===== config.mk =====
export PLATFORM = sky130hd
export DESIGN_NAME = ccs_camera_capture
export DESIGN_NICKNAME = d
export VERILOG_FILES = /design/src/verilog/ccs_camera_capture.v
export VERILOG_INCLUDE_DIRS = /design/src /design/src/verilog
export SDC_FILE = /design/constraint.sdc
export NUM_CORES = 1
export LEC_CHECK = 0
export ABC_AREA = 1
export BUFFER_PORTS_ARGS = -buffer_cell sky130_fd_sc_hd__buf_4
export CORE_MARGIN = 2
export CORE_UTILIZATION = 62
export CTS_CLUSTER_DIAMETER = 50
export DETAILED_ROUTE_END_ITERATION = 8
export GPL_ROUTABILITY_DRIVEN = 0
export HOLD_SLACK_MARGIN = 0.1
export PLACE_DENSITY_LB_ADDON = 0.25
export SLEW_MARGIN = 20
export SYNTH_ARGS = -nofsm -noshare
export SYNTH_HDL_FRONTEND = slang
export SYNTH_SLANG_ARGS = --single-unit

===== constraint.sdc =====
create_clock -name ref_clk_in -period 11.9 [get_ports ref_clk_in]
set_clock_uncertainty 0.15 [all_clocks]
set_input_delay 1.785 -clock ref_clk_in [delete_from_list [all_inputs] [get_ports ref_clk_in]]
set_output_delay 1.785 -clock ref_clk_in [all_outputs]
set_load 0.01 [all_outputs]

===== src/verilog/ccs_capture_regs.vh =====
// Register map, field positions, reset values and timing counts of the capture status block.
// Assumes a byte-addressed register port with one aligned 32-bit word per register.
`ifndef CCS_CAPTURE_REGS_VH
`define CCS_CAPTURE_REGS_VH

`define CCS_ADDR_W 8
`define CCS_OFS_CTRL 8'h00
`define CCS_OFS_FORMAT 8'h04
`define CCS_OFS_STATUS 8'h08
`define CCS_OFS_IEN_SET 8'h0C
`define CCS_OFS_IEN_CLR 8'h10
`define CCS_OFS_IMASK 8'h14
`define CCS_OFS_PSIZE 8'h20

`define CCS_CTRL_RST_BIT 0
`define CCS_CTRL_SHUT_BIT 1
`define CCS_CTRL_PCKPOL_BIT 4
`define CCS_CTRL_EMB_BIT 6
`define CCS_CTRL_CRC_BIT 7
`define CCS_CTRL_CODEC_BIT 15
`define CCS_CTRL_RESET 32'h00000002
`define CCS_CTRL_MASK 32'hFFFFF7DF

`define CCS_FMT_WIDTH_BIT 12
`define CCS_FMT_ORDER_HI 31
`define CCS_FMT_ORDER_LO 30
`define CCS_FMT_MASK 32'hF7FFFFFF

`define CCS_ST_SOF 0
`define CCS_ST_SHUT 1
`define CCS_ST_RSTDONE 2
`define CCS_ST_CPEND 3
`define CCS_ST_CRC 4
`define CCS_ST_COVF 5
`define CCS_ST_POVF 6
`define CCS_ST_PEMP 7
`define CCS_ST_CEMP 8
`define CCS_ST_FOVR 9
`define CCS_ST_W 10
`define CCS_IRQ_SRC 10'h3F7
`define CCS_IMASK_INV 10'h004

`define CCS_PS_V_LO 0
`define CCS_PS_V_HI 9
`define CCS_PS_H_LO 16
`define CCS_PS_H_HI 25
`define CCS_PS_MASK 32'h03FF03FF
`define CCS_PREV_H_MAX 11'h1E0
`define CCS_PREV_W_MAX 11'h280

`define CCS_CLK_NS 8
`define CCS_SWRST_NS 32
`define CCS_SWRST_CYC ((`CCS_SWRST_NS + `CCS_CLK_NS - 1) / `CCS_CLK_NS)

`endif

===== src/verilog/ccs_camera_capture.v =====
// Status, interrupt control, preview size and pixel byte packing of the camera capture unit.
// Assumes FIFO flags and the embedded sync decoder run on ref_clk_in; sensor pins are asynchronous.
// Contract
// 565 byte order picks one of four layouts
// 888 order zero is RGB, else BGR
// Status bit 0 flags frame start
// Disabled stops capture, FIFOs stay readable
// Bit 2 set when software reset completes
// Bit 3 codec pending until next frame
// Sync error sets bit 4, frame dropped
// Codec write while full sets bit 5
// Preview write while full sets bit 6
// Bit 7 shows preview FIFO drained
// Bit 8 shows codec FIFO drained
// Vsync during flush skips frame, bit 9
// Enable register sets sources, bit 3 none
// Disable register clears sources
// Mask view shows enabled sources
// Reset-done mask bit reads inverted
// Preview height is field plus one, 480 max
// Preview width bits 25:16 plus one, 640 max
// Control reset bit restarts capture interface
// Shutdown waits for current frame end
// Codec enable write raises codec pending
// Interrupt when enabled flag is set
// Reset clears flags; reserved bits zero
//
// Implementation choices: the address-and-strobe port and the register offsets.
`include "ccs_capture_regs.vh"

module ccs_camera_capture (
  // Clock and reset
  input wire ref_clk_in,
  input wire rst_in,
  // Register port
  input wire [`CCS_ADDR_W-1:0] reg_addr_in,
  input wire [31:0] reg_wdata_in,
  input wire reg_wr_in,
  input wire reg_rd_in,
  output reg [31:0] reg_rdata_out,
  // Sensor pins
  input wire sensor_pck_in,
  input wire sensor_vsync_in,
  input wire sensor_hsync_in,
  input wire [7:0] sensor_data_in,
  // Datapath flags
  input wire sync_error_in,
  input wire codec_fifo_full_in,
  input wire preview_fifo_full_in,
  input wire codec_fifo_empty_in,
  input wire preview_fifo_empty_in,
  // Pixel output
  output reg [23:0] pixel_out,
  output reg codec_wr_out,
  output reg preview_wr_out,
  // Preview size and interrupt
  output reg [10:0] preview_height_out,
  output reg [10:0] preview_width_out,
  output wire irq_out
);

  localparam ST_RESET = 2'h0;
  localparam ST_OFF = 2'h1;
  localparam ST_RUN = 2'h2;
  localparam integer SWRST_CYC_I = `CCS_SWRST_CYC;
  localparam [3:0] SWRST_CYC = SWRST_CYC_I[3:0];

  reg [31:0] ctrl_q;
  reg [31:0] format_q;
  reg [31:0] psize_q;
  reg [`CCS_ST_W-1:0] status_q;
  reg [`CCS_ST_W-1:0] ien_q;
  reg [`CCS_ST_W-1:0] ien_d;
  reg [1:0] state_q;
  reg [3:0] rst_cnt_q;
  reg in_frame_q;
  reg discard_q;
  reg codec_act_q;
  reg [1:0] byte_cnt_q;
  reg [7:0] byte0_q;
  reg [7:0] byte1_q;
  reg [2:0] pck_m_q;
  reg [1:0] vs_m_q;
  reg [1:0] hs_m_q;
  reg [7:0] d_m0_q;
  reg [7:0] d_m1_q;
  reg vs_prev_q;

  wire wr_ctrl = reg_wr_in && (reg_addr_in == `CCS_OFS_CTRL);
  wire wr_rst = wr_ctrl && reg_wdata_in[`CCS_CTRL_RST_BIT];
  wire wr_codec = wr_ctrl && reg_wdata_in[`CCS_CTRL_CODEC_BIT];
  wire wr_fmt = reg_wr_in && (reg_addr_in == `CCS_OFS_FORMAT);
  wire wr_psize = reg_wr_in && (reg_addr_in == `CCS_OFS_PSIZE);
  wire rd_status = reg_rd_in && (reg_addr_in == `CCS_OFS_STATUS);
  wire mode565 = format_q[`CCS_FMT_WIDTH_BIT];
  wire [1:0] order = format_q[`CCS_FMT_ORDER_HI:`CCS_FMT_ORDER_LO];
  wire pck_rise = pck_m_q[1] && !pck_m_q[2];
  wire pck_fall = !pck_m_q[1] && pck_m_q[2];
  wire sample = ctrl_q[`CCS_CTRL_PCKPOL_BIT] ? pck_fall : pck_rise;
  wire vs_s = vs_m_q[1];
  wire frame_start = vs_s && !vs_prev_q && (state_q != ST_RESET);
  wire flushing = !codec_fifo_empty_in || !preview_fifo_empty_in;
  wire last_byte = mode565 ? (byte_cnt_q == 2'h1) : (byte_cnt_q == 2'h2);
  wire take = sample && hs_m_q[1] && in_frame_q && !discard_q && (state_q == ST_RUN);
  wire [7:0] d_s = d_m1_q;
  wire crc_drop = sync_error_in && ctrl_q[`CCS_CTRL_EMB_BIT] && ctrl_q[`CCS_CTRL_CRC_BIT];
  // A frame that starts while the interface is off must not consume a codec request.
  wire codec_grab = frame_start && status_q[`CCS_ST_CPEND] && !flushing && (state_q == ST_RUN);
  // R1 565 words, high half first or second, and red/blue swapped.
  wire [15:0] w565_hi_first = {byte0_q, d_s};
  wire [15:0] w565_lo_first = {d_s, byte0_q};
  wire [15:0] w565_hi_swap = {w565_hi_first[4:0], w565_hi_first[10:5], w565_hi_first[15:11]};
  wire [15:0] w565_lo_swap = {w565_lo_first[4:0], w565_lo_first[10:5], w565_lo_first[15:11]};

  // Synchronisers on the sensor pins; only the second stage feeds logic.
  // The pixel clock has a third stage so that its edges are found from settled values only.
  always @(posedge ref_clk_in or posedge rst_in) begin
    if (rst_in) begin
      pck_m_q <= 3'h0;
      vs_m_q <= 2'h0;
      hs_m_q <= 2'h0;
      d_m0_q <= 8'h00;
      d_m1_q <= 8'h00;
      vs_prev_q <= 1'b0;
    end else begin
      pck_m_q <= {pck_m_q[1:0], sensor_pck_in};
      vs_m_q <= {vs_m_q[0], sensor_vsync_in};
      hs_m_q <= {hs_m_q[0], sensor_hsync_in};
      d_m0_q <= sensor_data_in;
      d_m1_q <= d_m0_q;
      vs_prev_q <= vs_s;
    end
  end

  // Software-visible configuration registers.
  always @(posedge ref_clk_in or posedge rst_in) begin
    if (rst_in) begin
      ctrl_q <= `CCS_CTRL_RESET;
      format_q <= 32'h00000000;
      psize_q <= 32'h00000000;
      ien_q <= {`CCS_ST_W{1'b0}};
    end else begin
      // reserved bits ignore writes
      if (wr_ctrl) begin
        ctrl_q <= reg_wdata_in & `CCS_CTRL_MASK;
      end
      if (wr_fmt) begin
        format_q <= reg_wdata_in & `CCS_FMT_MASK;
      end
      if (wr_psize) begin
        psize_q <= reg_wdata_in & `CCS_PS_MASK;
      end
      ien_q <= ien_d;
    end
  end

  // Enable set and clear; a source written with zero keeps its state.
  always @* begin
    ien_d = ien_q;
    // set sources
    if (reg_wr_in && (reg_addr_in == `CCS_OFS_IEN_SET)) begin
      ien_d = (ien_q | reg_wdata_in[`CCS_ST_W-1:0]) & `CCS_IRQ_SRC;
    end
    // clear sources
    if (reg_wr_in && (reg_addr_in == `CCS_OFS_IEN_CLR)) begin
      ien_d = ien_q & ~reg_wdata_in[`CCS_ST_W-1:0];
    end
  end

  // Capture state: software reset, enabled running, or shut down.
  // A software reset lasts a fixed count and leaves the interface off until shutdown is cleared.
  always @(posedge ref_clk_in or posedge rst_in) begin
    if (rst_in) begin
      state_q <= ST_OFF;
      rst_cnt_q <= 4'h0;
      in_frame_q <= 1'b0;
      discard_q <= 1'b0;
      codec_act_q <= 1'b0;
    end else begin
      case (state_q)
        ST_RESET: begin
          // reset sequence
          if (rst_cnt_q == 4'h1) begin
            state_q <= ST_OFF;
          end
          rst_cnt_q <= rst_cnt_q - 4'h1;
          in_frame_q <= 1'b0;
          discard_q <= 1'b0;
          codec_act_q <= 1'b0;
        end
        default: begin
          if (frame_start) begin
            in_frame_q <= 1'b1;
            // skip on flush
            discard_q <= flushing;
            // codec frame begins
            codec_act_q <= codec_grab;
          end else if (!vs_s) begin
            in_frame_q <= 1'b0;
            codec_act_q <= 1'b0;
          end
          // drop frame
          if (crc_drop) begin
            discard_q <= 1'b1;
          end
          // shutdown after frame
          if (ctrl_q[`CCS_CTRL_SHUT_BIT] && !in_frame_q) begin
            state_q <= ST_OFF;
          end else if (!ctrl_q[`CCS_CTRL_SHUT_BIT] && (state_q == ST_OFF) && !vs_s) begin
            state_q <= ST_RUN;
          end
        end
      endcase
      if (wr_rst) begin
        state_q <= ST_RESET;
        rst_cnt_q <= SWRST_CYC;
      end
    end
  end

  // Byte gathering and pixel reordering.
  always @(posedge ref_clk_in or posedge rst_in) begin
    if (rst_in) begin
      byte_cnt_q <= 2'h0;
      byte0_q <= 8'h00;
      byte1_q <= 8'h00;
      pixel_out <= 24'h000000;
      codec_wr_out <= 1'b0;
      preview_wr_out <= 1'b0;
    end else begin
      codec_wr_out <= 1'b0;
      preview_wr_out <= 1'b0;
      if (!hs_m_q[1] || frame_start || (state_q != ST_RUN)) begin
        byte_cnt_q <= 2'h0;
      end else if (take) begin
        if (byte_cnt_q == 2'h0) begin
          byte0_q <= d_s;
        end
        if (byte_cnt_q == 2'h1) begin
          byte1_q <= d_s;
        end
        if (last_byte) begin
          byte_cnt_q <= 2'h0;
          if (mode565) begin
            // four layouts
            case (order)
              2'h0: pixel_out <= {8'h00, w565_hi_first};
              2'h1: pixel_out <= {8'h00, w565_hi_swap};
              2'h2: pixel_out <= {8'h00, w565_lo_swap};
              default: pixel_out <= {8'h00, w565_lo_first};
            endcase
          end else if (order == 2'h0) begin
            // component sequence
            pixel_out <= {byte0_q, byte1_q, d_s};
          end else begin
            pixel_out <= {d_s, byte1_q, byte0_q};
          end
          // capture only when on
          preview_wr_out <= !preview_fifo_full_in;
          codec_wr_out <= codec_act_q && !codec_fifo_full_in;
        end else begin
          byte_cnt_q <= byte_cnt_q + 2'h1;
        end
      end
    end
  end

  // Status flags; events win over the clear-on-read.
  // Bits 1, 7 and 8 are copied every cycle and so lag their sources by one cycle.
  always @(posedge ref_clk_in or posedge rst_in) begin
    if (rst_in) begin
      status_q <= {`CCS_ST_W{1'b0}};
    end else begin
      if (rd_status) begin
        status_q[`CCS_ST_SOF] <= 1'b0;
        status_q[`CCS_ST_CRC] <= 1'b0;
        status_q[`CCS_ST_COVF] <= 1'b0;
        status_q[`CCS_ST_POVF] <= 1'b0;
        status_q[`CCS_ST_FOVR] <= 1'b0;
      end
      // frame start
      if (frame_start) begin
        status_q[`CCS_ST_SOF] <= 1'b1;
      end
      // disabled level
      status_q[`CCS_ST_SHUT] <= (state_q == ST_OFF);
      // reset done
      if (wr_rst) begin
        status_q[`CCS_ST_RSTDONE] <= 1'b0;
      end else if ((state_q == ST_RESET) && (rst_cnt_q == 4'h1)) begin
        status_q[`CCS_ST_RSTDONE] <= 1'b1;
      end
      // codec request
      if (wr_codec) begin
        status_q[`CCS_ST_CPEND] <= 1'b1;
      end else if (codec_grab) begin
        status_q[`CCS_ST_CPEND] <= 1'b0;
      end
      // sync error
      if (crc_drop) begin
        status_q[`CCS_ST_CRC] <= 1'b1;
      end
      // codec overrun
      if (take && last_byte && codec_act_q && codec_fifo_full_in) begin
        status_q[`CCS_ST_COVF] <= 1'b1;
      end
      // preview overrun
      if (take && last_byte && preview_fifo_full_in) begin
        status_q[`CCS_ST_POVF] <= 1'b1;
      end
      // preview drained
      status_q[`CCS_ST_PEMP] <= preview_fifo_empty_in;
      // codec drained
      status_q[`CCS_ST_CEMP] <= codec_fifo_empty_in;
      // frame overrun
      if (frame_start && flushing) begin
        status_q[`CCS_ST_FOVR] <= 1'b1;
      end
    end
  end

  // The level is built from flops only, so bus activity cannot make it glitch.
  // enabled flags raise interrupt
  assign irq_out = |(status_q & ien_q & `CCS_IRQ_SRC);

  // Preview size outputs, limited to the largest supported frame.
  // Clamping rather than wrapping keeps an oversize field from giving a tiny frame.
  always @(posedge ref_clk_in or posedge rst_in) begin
    if (rst_in) begin
      preview_height_out <= 11'h001;
      preview_width_out <= 11'h001;
    end else begin
      // height plus one
      if ({1'b0, psize_q[`CCS_PS_V_HI:`CCS_PS_V_LO]} >= `CCS_PREV_H_MAX) begin
        preview_height_out <= `CCS_PREV_H_MAX;
      end else begin
        preview_height_out <= {1'b0, psize_q[`CCS_PS_V_HI:`CCS_PS_V_LO]} + 11'h001;
      end
      // width plus one
      if ({1'b0, psize_q[`CCS_PS_H_HI:`CCS_PS_H_LO]} >= `CCS_PREV_W_MAX) begin
        preview_width_out <= `CCS_PREV_W_MAX;
      end else begin
        preview_width_out <= {1'b0, psize_q[`CCS_PS_H_HI:`CCS_PS_H_LO]} + 11'h001;
      end
    end
  end

  // Read port; write-only control bits and unmapped words read zero.
  // The status clear-on-read happens on the same edge that loads the read data.
  always @(posedge ref_clk_in or posedge rst_in) begin
    if (rst_in) begin
      reg_rdata_out <= 32'h00000000;
    end else if (!reg_rd_in) begin
      reg_rdata_out <= 32'h00000000;
    end else if (reg_addr_in == `CCS_OFS_CTRL) begin
      reg_rdata_out <= ctrl_q & ~(32'h00000001 | 32'h00008000);
    end else if (reg_addr_in == `CCS_OFS_FORMAT) begin
      reg_rdata_out <= format_q;
    end else if (reg_addr_in == `CCS_OFS_STATUS) begin
      // reserved read zero
      reg_rdata_out <= {22'h000000, status_q};
    end else if (reg_addr_in == `CCS_OFS_IMASK) begin
      // mask view
      reg_rdata_out <= {22'h000000, (ien_q ^ `CCS_IMASK_INV) & `CCS_IRQ_SRC};
    end else if (reg_addr_in == `CCS_OFS_PSIZE) begin
      reg_rdata_out <= psize_q;
    end else begin
      reg_rdata_out <= 32'h00000000;
    end
  end

endmodule // ccs_camera_capture


Yosys cells after proc, flatten, opt, wreduce, memory -nomap -nowiden:

Cells that the tools add are included.

* bits in registers: 232
* bits in latches: 0
* memory bits (writable): 0
* memory bits (read-only): 0
* bits of input ports: 60
* output and inout port bits: 81
* word-level logic and storage cells: 179
* memories: 0

* $add $sub $neg: 4
* multiply operators: 0
* divide/modulo/power cells: 0
* $lt $le $gt $ge: 2
* equality and inequality tests: 16
* shift operators: 0
* multiplexer cells: 50
* bitwise gates (word level): 6
* reduce and logical (&&, ||, !) cells: 69

Operators by type and width (number)
* $mux 32: 3
* $mux 26: 3
* $mux 24: 2
* $pmux 16 s3: 1
* $logic_and 1x1->1: 31
* $mux 1: 26
* $add 10x1->11 const B: 2
* $mux 11: 2
* $reduce_bool 2->1: 11
* $and 10x10->10: 2
* $mux 10: 2
* $eq 8x4->1 const B: 2
* $eq 8x5->1 const B: 2
* $mux 2: 8
* $logic_not 1->1: 13
* $ge 10x10->1 const B: 1
* $ge 10x9->1 const B: 1
* $not 10->10: 1
* $or 10x10->10: 1
* $reduce_and 3->1: 3
* $reduce_or 9->1: 1
* $eq 8x3->1 const B: 1
* $eq 8x6->1 const B: 1
* $logic_not 8->1: 1
* 16 further kinds: 26

Depth between registers and ports, before layout:

* word-level depth: 11
* gate-level depth with buffers: 11
* gate-level depth less buffers: 10

Worst setup path after synthesis:

No wires, ideal clock.

* path kind: input to register
* from: input port reg_addr_in[0]
* to: register format_q[30]
* library setup time: 0.118 ns
* arrival: 2.718 ns
* required time: 11.632 ns
* setup slack: 8.915 ns
* stages: 9
* buffers on the path: 1
* cell sequence: inv_1 > nand2_2 > nor3_4 > nand2_2 > inv_2 > nand2_4 > buf_6 > nand2_1 > o21ai_2

* longest elaborated chain between the ends: 2

RTL lines
* from (decl): line ccs_camera_capture.v:36 `` input wire [`CCS_ADDR_W-1:0] reg_addr_in, ``
* $eq 8x3->1 (no line)
* $logic_and 1x1->1: line ccs_camera_capture.v:92 `` wire wr_fmt = reg_wr_in && (reg_addr_in == `CCS_OFS_FORMAT); ``
* to (signal assigned): line ccs_camera_capture.v:148 `` format_q <= reg_wdata_in & `CCS_FMT_MASK; ``
* to (decl): line ccs_camera_capture.v:69 `reg [31:0] format_q;`

Every way passes these cells.
A chain may end at the register's enable or synchronous reset.

Final worst setup path:

* from: input port reg_addr_in[0]
* to: register format_q[21]

The elaborated chain is that of the path after synthesis.

==> flow_metrics.tcl <==
set metrics [dict create \
    cts_resized 0 \
    power_report.internal_total_uw 1370 \
    cts_inserted_buffers 24 \
    grt_first_pass_wirelength_um 39800 \
    hold_buffers 0 \
    dieHeight_um 131 \
    yosys_warnings 0 \
    n_antenna_cell 0 \
    number_of_nets_with_antenna_violations_after_detailed_routing 0 \
    hpwl_um 15600 \
    post_route_cells_drive_above_1_share_pct 18.7 \
    ctsLongestPathBuffers 3 \
    start_kind "primary input" \
    async_flop_share_pct 100 \
    routed.top_layer "met4" \
    slew_headroom_pct 36.4 \
    drt_pre_antenna_iters 9 \
    num_rows 46 \
    synth_sequential_area_ratio_pct 57.2 \
    route.layer.met1.wl_um 10000 \
    synth_top_area_share_pct 56.1 \
    hold_slack_ps 196 \
    synth.most_common_cell "nand2_1" \
    grt_remaining_overflow 0 \
    max_clock_freq_ghz 0.270 \
    share_seq_of_total_power_pct 47.6 \
    syn-mean-instance-area_um2 8.72 \
    postSynthCellCount 1150 \
    failed_checks "design-rule violations" \
    grt_start_max_net_pins 92 \
    finalSetupViolCount 0 \
    synth.top_cells.by_count "338 x nand2_1, 225 x dfrtp_1, 122 x inv_1" \
    critical_path_class "primary input to register" \
    cpLargestDelayFamily "simple AND/OR/NAND/NOR gates" \
    worstSetupEndpointType "register" \
    pwr-share-clk_pct 41.5 \
    power.switching_fraction_pct 25.0 \
    cts-root-buf "clkbuf_16" \
    routedWlPerCell_um 15.6 \
    worstPathBufferInverterCount 3 \
    setup_tns_ps 0 \
    antenna_found_initial 0 \
    synth_register_bits 229 \
    first_global_vias 7902 \
    cpPeakStageDelay_ps 510 \
    max-vdd-ir-drop_mv 0.101 \
    largest_area_contributor_in_the_netlist "dfrtp_1" \
    met3_wirelength_um 1880 \
    wl_met2_um 11200 \
    ratio_of_final_minimum_period_to_clock_period_pct 31.1 \
    area_growth_pct 19.1 \
    power_switching_uw 456 \
    clock_tree_from_tritoncts "built" \
    dominantRegCellSynth "dfrtp_1" \
    timing_worst_slew_pin_value_ps 953 \
    core_um2 15800 \
    slew_violations 0 \
    drtIter0Drc 809 \
    crit_fanout 61 \
    start_util_pct 63.4 \
    drt-total-wl_um 23600 \
    postCtsSetupRepairBufs 0 \
    numPortBuffers 140 \
    netlist-cell-type-count 40 \
    rsz0062_at_grt "false" \
    cts.clk_slew.worst_paths_ps 60 \
    die_width_um 131 \
    ioPinCount 141 \
    syn_area_um2 10000 \
    detailed_route_drc_error_count 1 \
    design.final.nets 1350 \
    via_count 8224 \
    worst-endpoint-required_ps 12110 \
    period_minus_slack_ps 3700 \
    min-delay-path-class "register to register" \
    crit_path_frequent_cell "nand2_2" \
    cts.sink_count 229 \
    fp.dieArea_um2 17200 \
    worst_ep_arrival_time_ps 3910 \
    synthTopCellsByArea "dfrtp_1 56%, nand2_1 13%, inv_1 4.6%, o21ai_1 4.1%, nand3_1 3.4%" \
    timing_hold_violations_final 0 \
    combinationalPowerShare_pct 10.9 \
    path_cells "buf_4 > inv_1 > nand2_2 > nor3_4 > nand2_2 > inv_2 > nand2_4 > nand2_1 > o21ai_2" \
    clock_latency_on_the_worst_skew_pair_ps 500 \
    viasPerCell 5.44 \
    synth_enable_flop_cells 0 \
    run_status "complete, but fails checks" \
    slowest_cell_on_the_critical_path "nand2_4" \
    globalRouteTotalUtil_pct 28.1 \
    cts_htree_levels 1 \
    power_leakage_uw 0.00621 \
    cellPowerDensity_nw_per_um2 153 \
    max_cap_viol_count 0 \
]
[cell families (layout without fill, tap and decap cells)]
group | after synthesis | after routing | share of synthesized area (%)
XOR/XNOR | 4 | 4 | 0.349
AO/OA/AOI/OAI | 231 | 231 | 12.9
buffers and inverters | 171 | 314 | 7.49
AND/OR/NAND/NOR | 505 | 505 | 20.9
adder cells (fa/ha/maj) | 9 | 9 | 1.12
flip-flops | 229 | 229 | 57.2
other | 1 | 3 | 0.0374
[per-layer routing]
metal	up-vias	global-route usage, %
li1	3916	-
met1	3877	39.8
met2	376	44.9
met3	55	5.25
met4	0	8.33
met5	-	0
[per-stage QoR]
stage | total power [uW] | setup slack, ps | instance area (um^2) | std cells | utilization, %
after floorplan | 1010 | 3700 | 10000 | 1152 | -
after global routing | 1900 | 7830 | 11900 | 1511 | 75.5
final | 1820 | 8200 | 11900 | 1511 | 75.5
after global placement | 1070 | 7570 | 11100 | 1471 | 70.3
after detailed placement | 1070 | 7440 | 11100 | 1471 | 70.3
after CTS | 1830 | 7940 | 11900 | 1511 | 75.4
[worst paths after layout]
check / from / endpoint / slack [ps] / cells after the start
max in group asynchronous: rst_in / ctrl_q[20] / 8270 / 4
setup reg to reg: format_q[31] / pixel_out[4] / 9600 / 6
hold / removal: d_m0_q[0] / d_m1_q[0] / 200 / 0
min in group asynchronous: rst_in / status_q[5] / 1220 / 2
hold reg to reg: d_m0_q[0] / d_m1_q[0] / 200 / 0
setup / recovery: reg_addr_in[0] / format_q[21] / 8200 / 9
[power by group through the flow]
| stage | Sequential, uW | Clock, uW | Combinational (uW) |
|---|---|---|---|
| final | 868 | 756 | 198 |
| after global routing | 873 | 804 | 226 |
| after CTS | 867 | 769 | 197 |
| after detailed placement | 879 | 0 | 193 |
| after global placement | 878 | 0 | 188 |
| after floorplan | 872 | 0 | 135 |
[registers in the layout, summed over array words and instances (netlist names), 4 cells and up, named ones only]
| register | count |
|---|---|
| ctrl_q | 28 |
| d_m1_q | 8 |
| reg_rdata_out | 32 |
| d_m0_q | 8 |
| preview_width_out | 11 |
| status_q | 10 |
| psize_q | 20 |
| format_q | 31 |
| pixel_out | 24 |
| preview_height_out | 11 |
| byte1_q | 8 |
| byte0_q | 8 |
| rst_cnt_q | 4 |
[layout by cell type, fill, tap and decap left out, types with 3 or more instances in the layout]
cell type	Yosys	routed
nor3_2	4	4
a21oi_1	40	40
buf_4	3	142
o21ai_2	29	29
conb_1	1	3
inv_1	122	121
nand2_4	2	3
nand3_1	69	69
o21ai_0	65	65
xor2_1	3	3
clkbuf_16	0	25
bufinv_16	0	3
nor2_1	72	72
nor2_4	3	3
o21a_1	4	4
dfstp_2	4	4
a21boi_1	3	3
nand2_2	6	7
ha_1	9	9
o22ai_1	3	3
dfrtp_1	225	225
clkbuf_1	12	4
nor2_2	4	4
clkbuf_8	0	3
nand2_1	338	336
o21ai_1	82	82
inv_2	7	7
[area by class of cell]
type                            instances  area [um^2]
Sequential cell                       229         5740
Clock buffer                           32          682
Clock inverter                          8          124
Timing Repair Buffer                  142         1070
Inverter                              132          505
Multi-Input combinational cell        752         3560
Tap cell                              216          270
Fill cell                            1152         3880
No activity file was read; power rests on OpenSTA's default activity.
